`src/pkg/occ_pkg.sv`:
```
// occ_pkg: register map, field layout and reset values for the output
// channel configuration block; shared by the top module and the mapper
package occ_pkg;

	// register port geometry
	localparam int ADDR_W = 8;
	localparam int DATA_W = 32;
	localparam int NUM_CH = 8;
	localparam int OC_W   = 6;

	// register offsets (byte addresses, one aligned word each)
	localparam logic [7:0] ADDR_CH_LAST = 8'h1C;
	localparam logic [7:0] ADDR_MODE    = 8'h20;
	localparam logic [7:0] ADDR_FAULT   = 8'h24;
	localparam logic [7:0] ADDR_STATUS  = 8'h28;

	// per-channel configuration word
	localparam int CFG_SIDE_BIT = 0;
	localparam int CFG_TYPE_BIT = 1;
	localparam int CFG_OC_LSB   = 2;
	localparam int CFG_W        = 8;

	// mode register
	localparam int MODE_PH_A_BIT = 0;
	localparam int MODE_PH_B_BIT = 1;
	localparam int MODE_BR_A_BIT = 2;
	localparam int MODE_BR_B_BIT = 3;
	localparam int MODE_W        = 4;

	// reset values
	localparam logic [7:0] CFG_RESET   = 8'h00;
	localparam logic [3:0] MODE_RESET  = 4'h0;
	localparam logic [7:0] FAULT_RESET = 8'h00;
	localparam logic [7:0] GATE_RESET  = 8'h00;

	// pin synchroniser: {trip[7:0], off_low_n, off_high, permit, drive_n[7:0]}
	localparam int          SYNC_W     = 19;
	localparam logic [18:0] SYNC_RESET = 19'h0_04FF;

endpackage

```
`src/pkg/occ_map_if.sv`:
```
// occ_map_if: carries raw channel bits and mode selects to the channel
// mapper and the effective side and transistor type back; combinational
`timescale 1ns/1ps
interface occ_map_if;
	logic [7:0] side_bit;
	logic [7:0] type_bit;
	logic [3:0] mode;
	logic [7:0] eff_hs;
	logic [7:0] eff_p;
	logic       br_a;
	logic       br_b;
	logic       ph_a;
	logic       ph_b;

	modport cfg (
		output side_bit,
		output type_bit,
		output mode,
		input  eff_hs,
		input  eff_p,
		input  br_a,
		input  br_b,
		input  ph_a,
		input  ph_b
	);

	modport mapper (
		input  side_bit,
		input  type_bit,
		input  mode,
		output eff_hs,
		output eff_p,
		output br_a,
		output br_b,
		output ph_a,
		output ph_b
	);
endinterface

```
`src/occ_chan_map.sv`:
```
// occ_chan_map: resolves pair and bridge modes into per-channel side and
// transistor type; purely combinational, fed from registered config
`timescale 1ns/1ps
module occ_chan_map (
	occ_map_if.mapper m
);
	logic [7:0] hs;
	logic       bra;
	logic       brb;
	logic       pha;
	logic       phb;

	always_comb begin
		bra = m.mode[occ_pkg::MODE_BR_A_BIT];
		brb = m.mode[occ_pkg::MODE_BR_B_BIT];
		pha = m.mode[occ_pkg::MODE_PH_A_BIT] & ~bra;
		phb = m.mode[occ_pkg::MODE_PH_B_BIT] & ~bra;
		hs = m.side_bit;
		if (pha) begin
			hs[0] = 1'b1;
			hs[3] = 1'b0;
		end
		if (phb) begin
			hs[1] = 1'b1;
			hs[2] = 1'b0;
		end
		if (bra) begin
			hs[1:0] = 2'b11;
			hs[3:2] = 2'b00;
		end
		if (brb) begin
			hs[5:4] = 2'b11;
			hs[7:6] = 2'b00;
		end
		m.eff_hs = hs;
		m.eff_p  = m.type_bit & hs;
		m.br_a   = bra;
		m.br_b   = brb;
		m.ph_a   = pha;
		m.ph_b   = phb;
	end
endmodule

```
`src/occ_chan_cfg.sv`:
```
// occ_chan_cfg: eight-channel gate pre-driver configuration and gating
// assumes a synchronous register port master and asynchronous pin inputs
`timescale 1ns/1ps
module occ_chan_cfg (
	// clock and reset
	input  wire logic        ref_clk_i,
	input  wire logic        reset_i,
	// register port
	input  wire logic [7:0]  reg_addr_i,
	input  wire logic [31:0] reg_wdata_i,
	input  wire logic        reg_wr_i,
	input  wire logic        reg_rd_i,
	output logic      [31:0] reg_rdata_o,
	// controller pins
	input  wire logic [7:0]  channel_drive_n_i,
	input  wire logic        ch6_driver_permit_i,
	input  wire logic        external_off_high_i,
	input  wire logic        external_off_low_n_i,
	// overcurrent comparators
	input  wire logic [7:0]  oc_trip_i,
	output logic      [47:0] oc_threshold_o,
	// gate driver controls
	output logic      [7:0]  gate_on_o,
	output logic      [7:0]  gate_high_side_o,
	output logic      [7:0]  gate_p_type_o
);

	function automatic logic occ_is_chan(input logic [7:0] addr);
		return (addr <= occ_pkg::ADDR_CH_LAST) && (addr[1:0] == 2'b00);
	endfunction

	// legs in order {ls_b, ls_a, hs_b, hs_a}; a pulse idle or float leaves all off
	function automatic logic [3:0] occ_bridge_legs(input logic pulse_n,
		input logic dir, input logic float_n);
		logic [3:0] legs;
		legs = 4'h0;
		if (!pulse_n && float_n) begin
			legs = dir ? 4'h9 : 4'h6;
		end
		return legs;
	endfunction

	logic [occ_pkg::SYNC_W-1:0] sync_meta;
	logic [occ_pkg::SYNC_W-1:0] sync_stable;
	logic [occ_pkg::SYNC_W-1:0] pin_vec;
	logic [7:0]                 drive_n_s;
	logic                       permit_s;
	logic                       off_high_s;
	logic                       off_low_n_s;
	logic [7:0]                 trip_s;

	logic [7:0]  ch_cfg      [8];
	logic [7:0]  next_ch_cfg [8];
	logic [3:0]  mode_r;
	logic [3:0]  next_mode;
	logic [7:0]  fault;
	logic [7:0]  next_fault;
	logic [7:0]  clr;
	logic [31:0] next_rdata;
	logic [7:0]  next_gate;
	logic [7:0]  cmd;
	logic [7:0]  kill;
	logic        ext_off;
	logic [1:0]  limp_cmd;

	occ_map_if map_if ();

	occ_chan_map u_map (
		.m (map_if.mapper)
	);

	// pins cross in through two flops; only the second stage is read
	assign pin_vec = {oc_trip_i, external_off_low_n_i, external_off_high_i,
		ch6_driver_permit_i, channel_drive_n_i};

	always_ff @(posedge ref_clk_i) begin
		if (reset_i) begin
			sync_meta   <= occ_pkg::SYNC_RESET;
			sync_stable <= occ_pkg::SYNC_RESET;
		end else begin
			sync_meta   <= pin_vec;
			sync_stable <= sync_meta;
		end
	end

	assign drive_n_s   = sync_stable[7:0];
	assign permit_s    = sync_stable[8];
	assign off_high_s  = sync_stable[9];
	assign off_low_n_s = sync_stable[10];
	assign trip_s      = sync_stable[18:11];

	always_comb begin
		for (int i = 0; i < occ_pkg::NUM_CH; i++) begin
			map_if.side_bit[i] = ch_cfg[i][occ_pkg::CFG_SIDE_BIT];
			map_if.type_bit[i] = ch_cfg[i][occ_pkg::CFG_TYPE_BIT];
			oc_threshold_o[i*occ_pkg::OC_W +: occ_pkg::OC_W] =
				ch_cfg[i][occ_pkg::CFG_OC_LSB +: occ_pkg::OC_W];
		end
		map_if.mode = mode_r;
	end

	// channel command from the pins
	always_comb begin
		cmd = ~drive_n_s;
		if (map_if.br_a) begin
			cmd[3:0] = occ_bridge_legs(drive_n_s[0], drive_n_s[1], drive_n_s[2]);
		end
		if (map_if.br_b) begin
			cmd[7:4] = occ_bridge_legs(drive_n_s[4], drive_n_s[5], drive_n_s[6]);
		end
		ext_off = off_high_s | ~off_low_n_s;
		kill    = 8'h00;
		if (ext_off) begin
			kill[5:0] = 6'h3F;
		end
		if (!permit_s) begin
			kill[5] = 1'b1;
		end
	end

	assign limp_cmd = cmd[7:6];

	// register port and fault latch
	always_comb begin
		for (int i = 0; i < occ_pkg::NUM_CH; i++) begin
			next_ch_cfg[i] = ch_cfg[i];
		end
		next_mode  = mode_r;
		next_rdata = 32'h0000_0000;
		clr        = 8'h00;
		if (reg_wr_i) begin
			if (occ_is_chan(reg_addr_i)) begin
				next_ch_cfg[reg_addr_i[4:2]] = reg_wdata_i[occ_pkg::CFG_W-1:0];
			end else if (reg_addr_i == occ_pkg::ADDR_MODE) begin
				next_mode = reg_wdata_i[occ_pkg::MODE_W-1:0];
			end
		end
		if (reg_rd_i) begin
			if (occ_is_chan(reg_addr_i)) begin
				next_rdata = {24'h00_0000, ch_cfg[reg_addr_i[4:2]]};
			end else if (reg_addr_i == occ_pkg::ADDR_MODE) begin
				next_rdata = {28'h000_0000, mode_r};
			end else if (reg_addr_i == occ_pkg::ADDR_FAULT) begin
				next_rdata = {24'h00_0000, fault};
				clr        = fault;
			end else if (reg_addr_i == occ_pkg::ADDR_STATUS) begin
				next_rdata = {8'h00, gate_on_o, gate_p_type_o, gate_high_side_o};
			end
		end
		next_fault = (fault & ~clr) | trip_s;
		next_gate  = cmd & ~kill & ~next_fault;
	end

	always_ff @(posedge ref_clk_i) begin
		if (reset_i) begin
			for (int i = 0; i < occ_pkg::NUM_CH; i++) begin
				ch_cfg[i] <= occ_pkg::CFG_RESET;
			end
			mode_r           <= occ_pkg::MODE_RESET;
			fault            <= occ_pkg::FAULT_RESET;
			gate_on_o        <= occ_pkg::GATE_RESET;
			gate_high_side_o <= 8'h00;
			gate_p_type_o    <= 8'h00;
			reg_rdata_o      <= 32'h0000_0000;
		end else begin
			for (int i = 0; i < occ_pkg::NUM_CH; i++) begin
				ch_cfg[i] <= next_ch_cfg[i];
			end
			mode_r           <= next_mode;
			fault            <= next_fault;
			gate_on_o        <= next_gate;
			gate_high_side_o <= map_if.eff_hs;
			gate_p_type_o    <= map_if.eff_p;
			reg_rdata_o      <= next_rdata;
		end
	end
endmodule

```
`config.mk`:
```
export PLATFORM = sky130hd
export DESIGN_NAME = occ_chan_cfg
export DESIGN_NICKNAME = d
export VERILOG_FILES = /design/src/pkg/occ_pkg.sv /design/src/pkg/occ_map_if.sv /design/src/occ_chan_map.sv /design/src/occ_chan_cfg.sv
export SDC_FILE = /design/constraint.sdc
export NUM_CORES = 1
export LEC_CHECK = 0
export BUFFER_PORTS_ARGS = -buffer_cell sky130_fd_sc_hd__clkbuf_2
export CORE_ASPECT_RATIO = 1.75
export CORE_MARGIN = 8
export CORE_UTILIZATION = 50
export CTS_BUF_LIST = sky130_fd_sc_hd__clkbuf_4 sky130_fd_sc_hd__clkbuf_8
export DETAILED_ROUTE_END_ITERATION = 16
export PLACE_DENSITY = 0.76
export REMOVE_ABC_BUFFERS = 1
export SLEW_MARGIN = 20
export SYNTH_ARGS = -nofsm -noshare
export SYNTH_HDL_FRONTEND = slang
export SYNTH_HIERARCHICAL = 1
export SYNTH_SLANG_ARGS = --single-unit
```
`constraint.sdc`:
```
create_clock -name ref_clk_i -period 2.5 [get_ports ref_clk_i]
set_input_delay 0.5 -clock ref_clk_i [delete_from_list [all_inputs] [get_ports ref_clk_i]]
set_output_delay 0.5 -clock ref_clk_i [all_outputs]
set_load 0.01 [all_outputs]
```
## Word-level counts from Yosys, hierarchy flattened

Memories as Yosys holds them, arrays and structs flattened.
Cells that the tools add are included.

- $lt $le $gt $ge: 3
- Eq/ne operators: 3
- Multiplexer cells: 37
- Bitwise gates (word level): 26
- Reduce and logical (&&, ||, !) cells: 11

Operators by type and width:

| kind | number |
|---|---|
| 8-bit 2-to-1 mux | 17 |
| 64-bit 2-to-1 mux | 2 |
| 64-bit bitwise mux | 1 |
| 8-bit bitwise AND | 4 |
| 4-bit 2-to-1 mux | 8 |
| 8-bit demux with 3-bit select | 1 |
| 8-bit by 6-bit == test with 1-bit output, second input constant | 3 |
| 8-bit inverter | 3 |
| 1-bit OR | 9 |
| 8-bit by 5-bit less-or-equal comparator with 1-bit output, second input constant | 1 |
| 6-bit inverter with 8-bit output | 1 |
| 8-bit OR | 1 |
| 1-bit 2-to-1 mux | 6 |
| 6-bit 2-to-1 mux | 1 |
| 6-bit OR reduction | 1 |
| 1-bit inverter | 5 |
| 5-bit OR reduction | 1 |
| 4-bit >= comparator, second input constant | 1 |
| 1-bit logical AND | 4 |
| 4-bit by 1-bit less-than comparator with 1-bit output, second input constant | 1 |
| 3-bit inverter with 4-bit output | 1 |
| 3-bit AND reduction | 1 |
| 1-bit bitwise AND | 2 |
| 1-bit zero test | 2 |
| 3 further kinds | 3 |

- Flip-flop bits (word level): 106
- RAM bits: 64
- Input port bits: 63
- Output and inout port bits: 104
- Word-level logic and storage cells: 91
- Memories: 1

Memory list:

| name | words | bits a word | rd ports | clocked after memory_dff | write ports | RTL line | source |
|---|---|---|---|---|---|---|---|
| ch_cfg | 8 | 8 | 9 | 0 | 8 | occ_chan_cfg.sv:52 | `logic [7:0] ch_cfg [8];` |

## Longest topological paths before layout

Gate-level depths: netlist of run 1.

- Depth after elaboration: 10
- Mapped depth: 6
- Mapped depth without buffers: 4

## By module

The synthesis of run 1 kept the hierarchy.

By module, submodules not included:

| module | instances | cells each | area each (µm²) | seq. area each (µm²) |
|---|---|---|---|---|
| occ_chan_cfg | 1 | 606 | 6303.5 | 3243.1 |
| occ_chan_map | 1 | 21 | 178.9 | 0.0 |

## Worst setup path after synthesis of run 1

OpenSTA, ideal clock, no wires.

- Path kind: input-to-reg
- From: in reg_addr_i[7]
- To: mem ch_cfg[5][7]
- Arrival time: 2.006 ns
- Required time: 2.372 ns
- Slack: 0.366 ns
- Cell stages on the path: 5
- Path through: or4_4 buf_6 nor4_4 mux2i_1 nor2_1

RTL lines:

| item | RTL line | source |
|---|---|---|
| from (decl) | occ_chan_cfg.sv:9 | `input wire logic [7:0] reg_addr_i,` |
| to (decl) | occ_chan_cfg.sv:52 |  |

## Worst setup path in the final report of run 1

- From: in reg_addr_i[6]
- To: reg reg_rdata_o[5]

- Word-level cells in the longest chain between the ends: 5
- Elaborated cells between the ends (all ways): 9
- Those cells by class: order compare (1); eq/ne (3); mux (4); reduce/logical (1)

RTL lines:

| item | RTL line | source |
|---|---|---|
| 8-bit by 6-bit == test with 1-bit output | occ_chan_cfg.sv:146 | `end else if (reg_addr_i == occ_pkg::ADDR_STATUS) begin` |
| 8-bit 2-to-1 mux | occ_chan_cfg.sv:146 |  |
| 8-bit 2-to-1 mux | occ_chan_cfg.sv:143 | `end else if (reg_addr_i == occ_pkg::ADDR_FAULT) begin` |
| 8-bit 2-to-1 mux | occ_chan_cfg.sv:141 | `end else if (reg_addr_i == occ_pkg::ADDR_MODE) begin` |
| 8-bit 2-to-1 mux * | occ_chan_cfg.sv:139 | `if (occ_is_chan(reg_addr_i)) begin` |
| to (signal assigned) | occ_chan_cfg.sv:174 | `reg_rdata_o <= next_rdata;` |
| to (decl) | occ_chan_cfg.sv:13 | `output logic [31:0] reg_rdata_o,` |

Mark *: on every way between the ends. The rest lies on a longest branch, timed or not.
A chain may end at the register's enable or synchronous reset.

==> run summary, run 1 <==
Commonest non-fill, non-tap cell in the layout = dfxtp_1
CTS Sinks = 162
Initial drt markers = 231
Max Fclk = 555 MHz
Root Driver = clkbuf_8
H-tree Lvls = 4
Syn_area_per_cell = 10.3 um2
Post-synthesis cell area = 6460 um2
Antenna violations before repair = 0
Setup violators final = 0
Layout cells sized above 1 = 0.326
Most frequent cells in the layout = dfxtp_1, clkbuf_2, nor2_1
Area after DPL = 6960 um2
NumNets Final = 776
Clk_lat worst skew = 0.47 ns
Post-Syn Instances = 625
Die area = 17000 um2
Post-DP HPWL = 11800 um
Tmin final = 1.80 ns
Final wirelength = 15500 um
Inst Count DP = 865
CORE AREA = 12800 um2
CTS Hold Bufs = 0
# diodes = 0
Overall global routing resource usage = 0.188
Height of the chip = 166 um
First-pass GRT wire length = 24300 um
Max-slew violation count = 0
DR pass1 iterations = 6
Row count = 55
Fin cells = 897
Routed len/inst = 17.3 um
Worst path required time = 2.86 ns
Ports = 167
Maximum vdd drop = 0.444 mV
Layout Utilization = 0.577
# Post-CTS Setup Buffers = 0
P&R area growth vs syn = 14.2%
Starting Density = 0.505
Setup Skew = 0.00876 ns
Max Fanout on Critical Path = 5
Power Density = 652 nW/um2
Final worst-path cycle share = 0.721
GP Congestion = 0.962
Measured slew at the worst slew-check pin = 0.659 ns
Startpoint types = input port
Hold crit path type = in -> reg
PostCTS Resize Cnt = 0
Ys Warns = 6
Vias in the first global route = 4814
Setup TNS = 0 ns
Vias/cell = 5.13
RSZ-0062 raised after global routing = false
Final ANT Viol Nets = 0
Critical Path End Type = flip-flop
Hold Vio Cnt, Final = 0
WP data arrival = 2.16 ns
Status = finished clean
Max Cap Viol = 0
Worst-path clk slew = 0.10 ns
Largest net degree at the start of global routing = 70
Horiz. Die Dim = 102 um
Cell area after layout = 7380 um2
P_leak = 3.37 nW
Via count = 4604
# DRC = 0
CTS max path bufs = 2
CP Class = in -> reg
Port bufs = 134
GR Overflow Total = 0
Slew margin rel. = 0.560
Total CTS buffers = 17
CTS tree = built
[where the power goes]
| group | switching, mW | total (mW) | internal (mW) | leakage [nW] |
|---|---|---|---|---|
| logic | 0.139 | 0.223 | 0.0837 | 1.85 |
| clock network | 1.10 | 1.96 | 0.857 | 0.210 |
| registers | 0.0155 | 2.63 | 2.62 | 1.31 |
[per-layer routing]
layer  vias to the layer above  global-route usage  share of wire
met2                       161               0.337           0.54
met1                      2179               0.181           0.35
met3                        44              0.0509          0.064
li1                       2220                   -              -
met5                         -                   0              0
met4                         0               0.120          0.047
[layout make-up]
| class | instances | area (um2) |
|---|---|---|
| inverter | 4 | 15.0 |
| fill | 1135 | 5420 |
| clock inverter | 15 | 184 |
| multi-input combinational | 369 | 2630 |
| clock buffer | 17 | 234 |
| timing repair buffer | 159 | 861 |
| sequential | 162 | 3240 |
| tap | 171 | 214 |
[worst paths after layout]
check	from	cells after the start	slack [ns]	to
worst max register to register	ch_cfg[7][4]	4	1.06	reg_rdata_o[4]
worst min register to register	sync_meta[1]	1	0.41	sync_stable[1]
worst max-delay path	reg_addr_i[6]	6	0.70	reg_rdata_o[5]
worst min-delay path	external_off_low_n_i	2	0.21	sync_meta[10]
[state kept, by name (all words and copies together) (netlist names)]
| name | cells |
|---|---|
| ch_cfg | 64 |
| fault | 8 |
| gate_high_side_o | 8 |
| gate_on_o | 8 |
| gate_p_type_o | 8 |
| map_if.mode | 4 |
| reg_rdata_o | 24 |
| sync_meta | 19 |
| sync_stable | 19 |
[worst max-delay path: stages]
cell and delay [ns]:
clkbuf_2 0.11, or4_4 0.57, buf_4 0.20, nor3_1 0.29, o221ai_1 0.31, o311ai_0 0.18
[stage by stage]
| step | power (mW) | hold WS, ns | setup slack (ns) |
|---|---|---|---|
| 2_1_floorplan | 2.78 | 0.389 | 0.404 |
| 3_3_place_gp | 2.91 | 0.393 | 0.232 |
| 3_5_place_dp | 2.92 | 0.394 | 0.210 |
| 4_1_cts | 4.85 | 0.185 | 0.729 |
| 5_1_grt | 4.99 | 0.192 | 0.625 |
| 6_report | 4.81 | 0.208 | 0.697 |
No activity file was read; power rests on OpenSTA's default activity.
==> inputs of run 2 (changes only) <==
==> constraint.sdc (replaced) <==
create_clock -name ref_clk_i -period 1.7 [get_ports ref_clk_i]
set_input_delay 0.34 -clock ref_clk_i [delete_from_list [all_inputs] [get_ports ref_clk_i]]
set_output_delay 0.34 -clock ref_clk_i [all_outputs]
set_load 0.01 [all_outputs]
==> run 2 against run 1 <==
  * Sequential power rose by 47%
  * Die area unchanged
  * Global-route usage grew 0.47 points
  * Combinational power is 75% higher
  * Largest cell class unchanged
  * Hold slack got worse by 0.14 ns
  * Critical path depth shrank 1
  * Wire length up 5.0%
  * Register-to-register slack worse by 0.88 ns
  * Cell area up 3.4%
==> run summary, run 2 (synthesis gave the netlist of run 1 again) <==
Status = finished clean
Max-slew violation count = 0 (unchanged)
Routed len/inst = 17.7 um (+2.1%)
Initial drt markers = 254 (+10%)
Setup violators final = 0 (unchanged)
Antenna violations before repair = 0 (unchanged)
CTS tree = built
GR Overflow Total = 0 (unchanged)
CTS Sinks = 162 (unchanged)
Most frequent cells in the layout = dfxtp_1, clkbuf_2, nor2_1
Vias in the first global route = 5021 (+4.3%)
NumNets Final = 801 (+3.2%)
Critical Path End Type = flip-flop
P_leak = 3.50 nW (+3.8%)
Post-DP HPWL = 12200 um (+3.8%)
Layout cells sized above 1 = 0.350 (+0.0238)
Max Cap Viol = 0 (unchanged)
Worst-path clk slew = 0.09 ns (about the same)
Final worst-path cycle share = 0.989
Hold Slack = 0.0718 ns (-0.136 ns)
Top flop regs = ch_cfg: 64 flops, reg_rdata_o: 24 flops
Port bufs = 134 (unchanged)
Final ANT Viol Nets = 0 (unchanged)
Horiz. Die Dim = 102 um (unchanged)
Vias/cell = 5.15 (+0.29%)
Commonest non-fill, non-tap cell in the layout = dfxtp_1
CORE AREA = 12800 um2 (unchanged)
Maximum vdd drop = 0.754 mV (+70%)
Setup Skew = 0.0102 ns (+0.00142 ns)
CTS max path bufs = 2 (unchanged)
Starting Density = 0.505 (unchanged)
Height of the chip = 166 um (unchanged)
Measured slew at the worst slew-check pin = 0.724 ns (+0.0642 ns)
Worst path required time = 2.09 ns (-0.77 ns)
P&R area growth vs syn = 18.1%
Root Driver = clkbuf_8
Slew margin rel. = 0.517 (-0.0439)
Crit Reg-Reg Startpoint = ch_cfg[4][4]
DR pass1 iterations = 4 (-2)
Hold crit path type = in -> reg
First-pass GRT wire length = 25300 um (+3.9%)
Via count = 4746 (+3.1%)
WP data arrival = 2.07 ns (-0.09 ns)
Startpoint types = input port
CP Class = in -> reg
GP Congestion = 0.934 (-2.8%)
Die area = 17000 um2 (unchanged)
Setup crit end = reg_rdata_o[4]
Crit path launch = reg_addr_i[0]
Hold Vio Cnt, Final = 0 (unchanged)
Power Density = 912 nW/um2 (+40%)
Largest net degree at the start of global routing = 69 (-1.4%)
R2R Path End = reg_rdata_o[4]
Ports = 167 (unchanged)
Total CTS buffers = 17 (unchanged)
H-tree Lvls = 4 (unchanged)
Overall global routing resource usage = 0.193 (+0.00473)
# DRC = 0 (unchanged)
Tmin final = 1.68 ns
Max Fanout on Critical Path = 9 (+4)
RSZ-0062 raised after global routing = true
Layout Utilization = 0.596 (+0.0195)
Min-delay src = channel_drive_n_i[1]
# diodes = 0 (unchanged)
Max reg flops = 64 (unchanged)
Final wirelength = 16300 um (+5.0%)
CTS Hold Bufs = 0 (unchanged)
Clk_lat worst skew = 0.45 ns (-0.02 ns)
Reg with most FFs = ch_cfg
R2r worst-path depth = 4 (unchanged)
Row count = 55 (unchanged)
Max Fclk = 595 MHz
Reg2reg setup slack = 0.18 ns (-0.88 ns)
-- run 2: worst min-delay path by stage --
stage / slack, ns / cells past startpoint / endpoint
2_1_floorplan: 0.39 / 1 / sync_stable[0]
3_3_place_gp: 0.39 / 1 / sync_stable[5]
3_5_place_dp: 0.39 / 1 / sync_stable[2]
4_1_cts: 0.05 / 2 / sync_meta[10]
5_1_grt: 0.05 / 2 / sync_meta[10]
6_report: 0.07 / 2 / sync_meta[1]
-- run 2: cell type report --
| class | count | area, um2 |
|---|---|---|
| well taps | 171 | 214 |
| fillers | 1142 | 5170 |
| clock inverters | 15 | 164 |
| clock buffers | 17 | 234 |
| flip-flops and latches | 162 | 3240 |
| repair buffers | 184 | 1110 |
| multi-input cells | 369 | 2650 |
| inverters | 4 | 15.0 |
-- run 2: per-stage QoR --
step                instance area (um2)  worst slack [ns]  total power [mW]  TNS (ns)  std cells
floorplan                          5890            -0.236              4.08     -8.00        535
global route                       7630           -0.0232              7.22   -0.0722        922
global placement                   7210            -0.454              4.33    -16.91        889
finish                             7630            0.0188              6.96         0        922
detailed placement                 7210            -0.458              4.34    -19.13        889
CTS                                7600            0.0189              7.01         0        921
-- run 2: repair_timing --
action	4_1_cts	5_1_grt
gates resized for setup	0	3
endpoints found under the setup margin	0	7
buffers inserted	0	1
-- run 2: routing by layer --
metal / vias to the layer above / part of all wire / GRT usage
met5: - / 0 / 0
met4: 0 / 0.045 / 0.116
met2: 175 / 0.54 / 0.350
li1: 2266 / - / -
met1: 2259 / 0.35 / 0.182
met3: 46 / 0.060 / 0.0543
-- run 2: power by group --
| part | switching [mW] | internal, mW | leakage [nW] |
|---|---|---|---|
| registers | 0.0231 | 3.85 | 1.31 |
| logic | 0.222 | 0.168 | 1.99 |
| clock network | 1.59 | 1.11 | 0.195 |
-- run 2: critical path, stage by stage --
cell and delay [ns]:
clkbuf_2 0.11, or4_4 0.62, or3_1 0.43, a2111oi_4 0.37
a221o_1 0.19
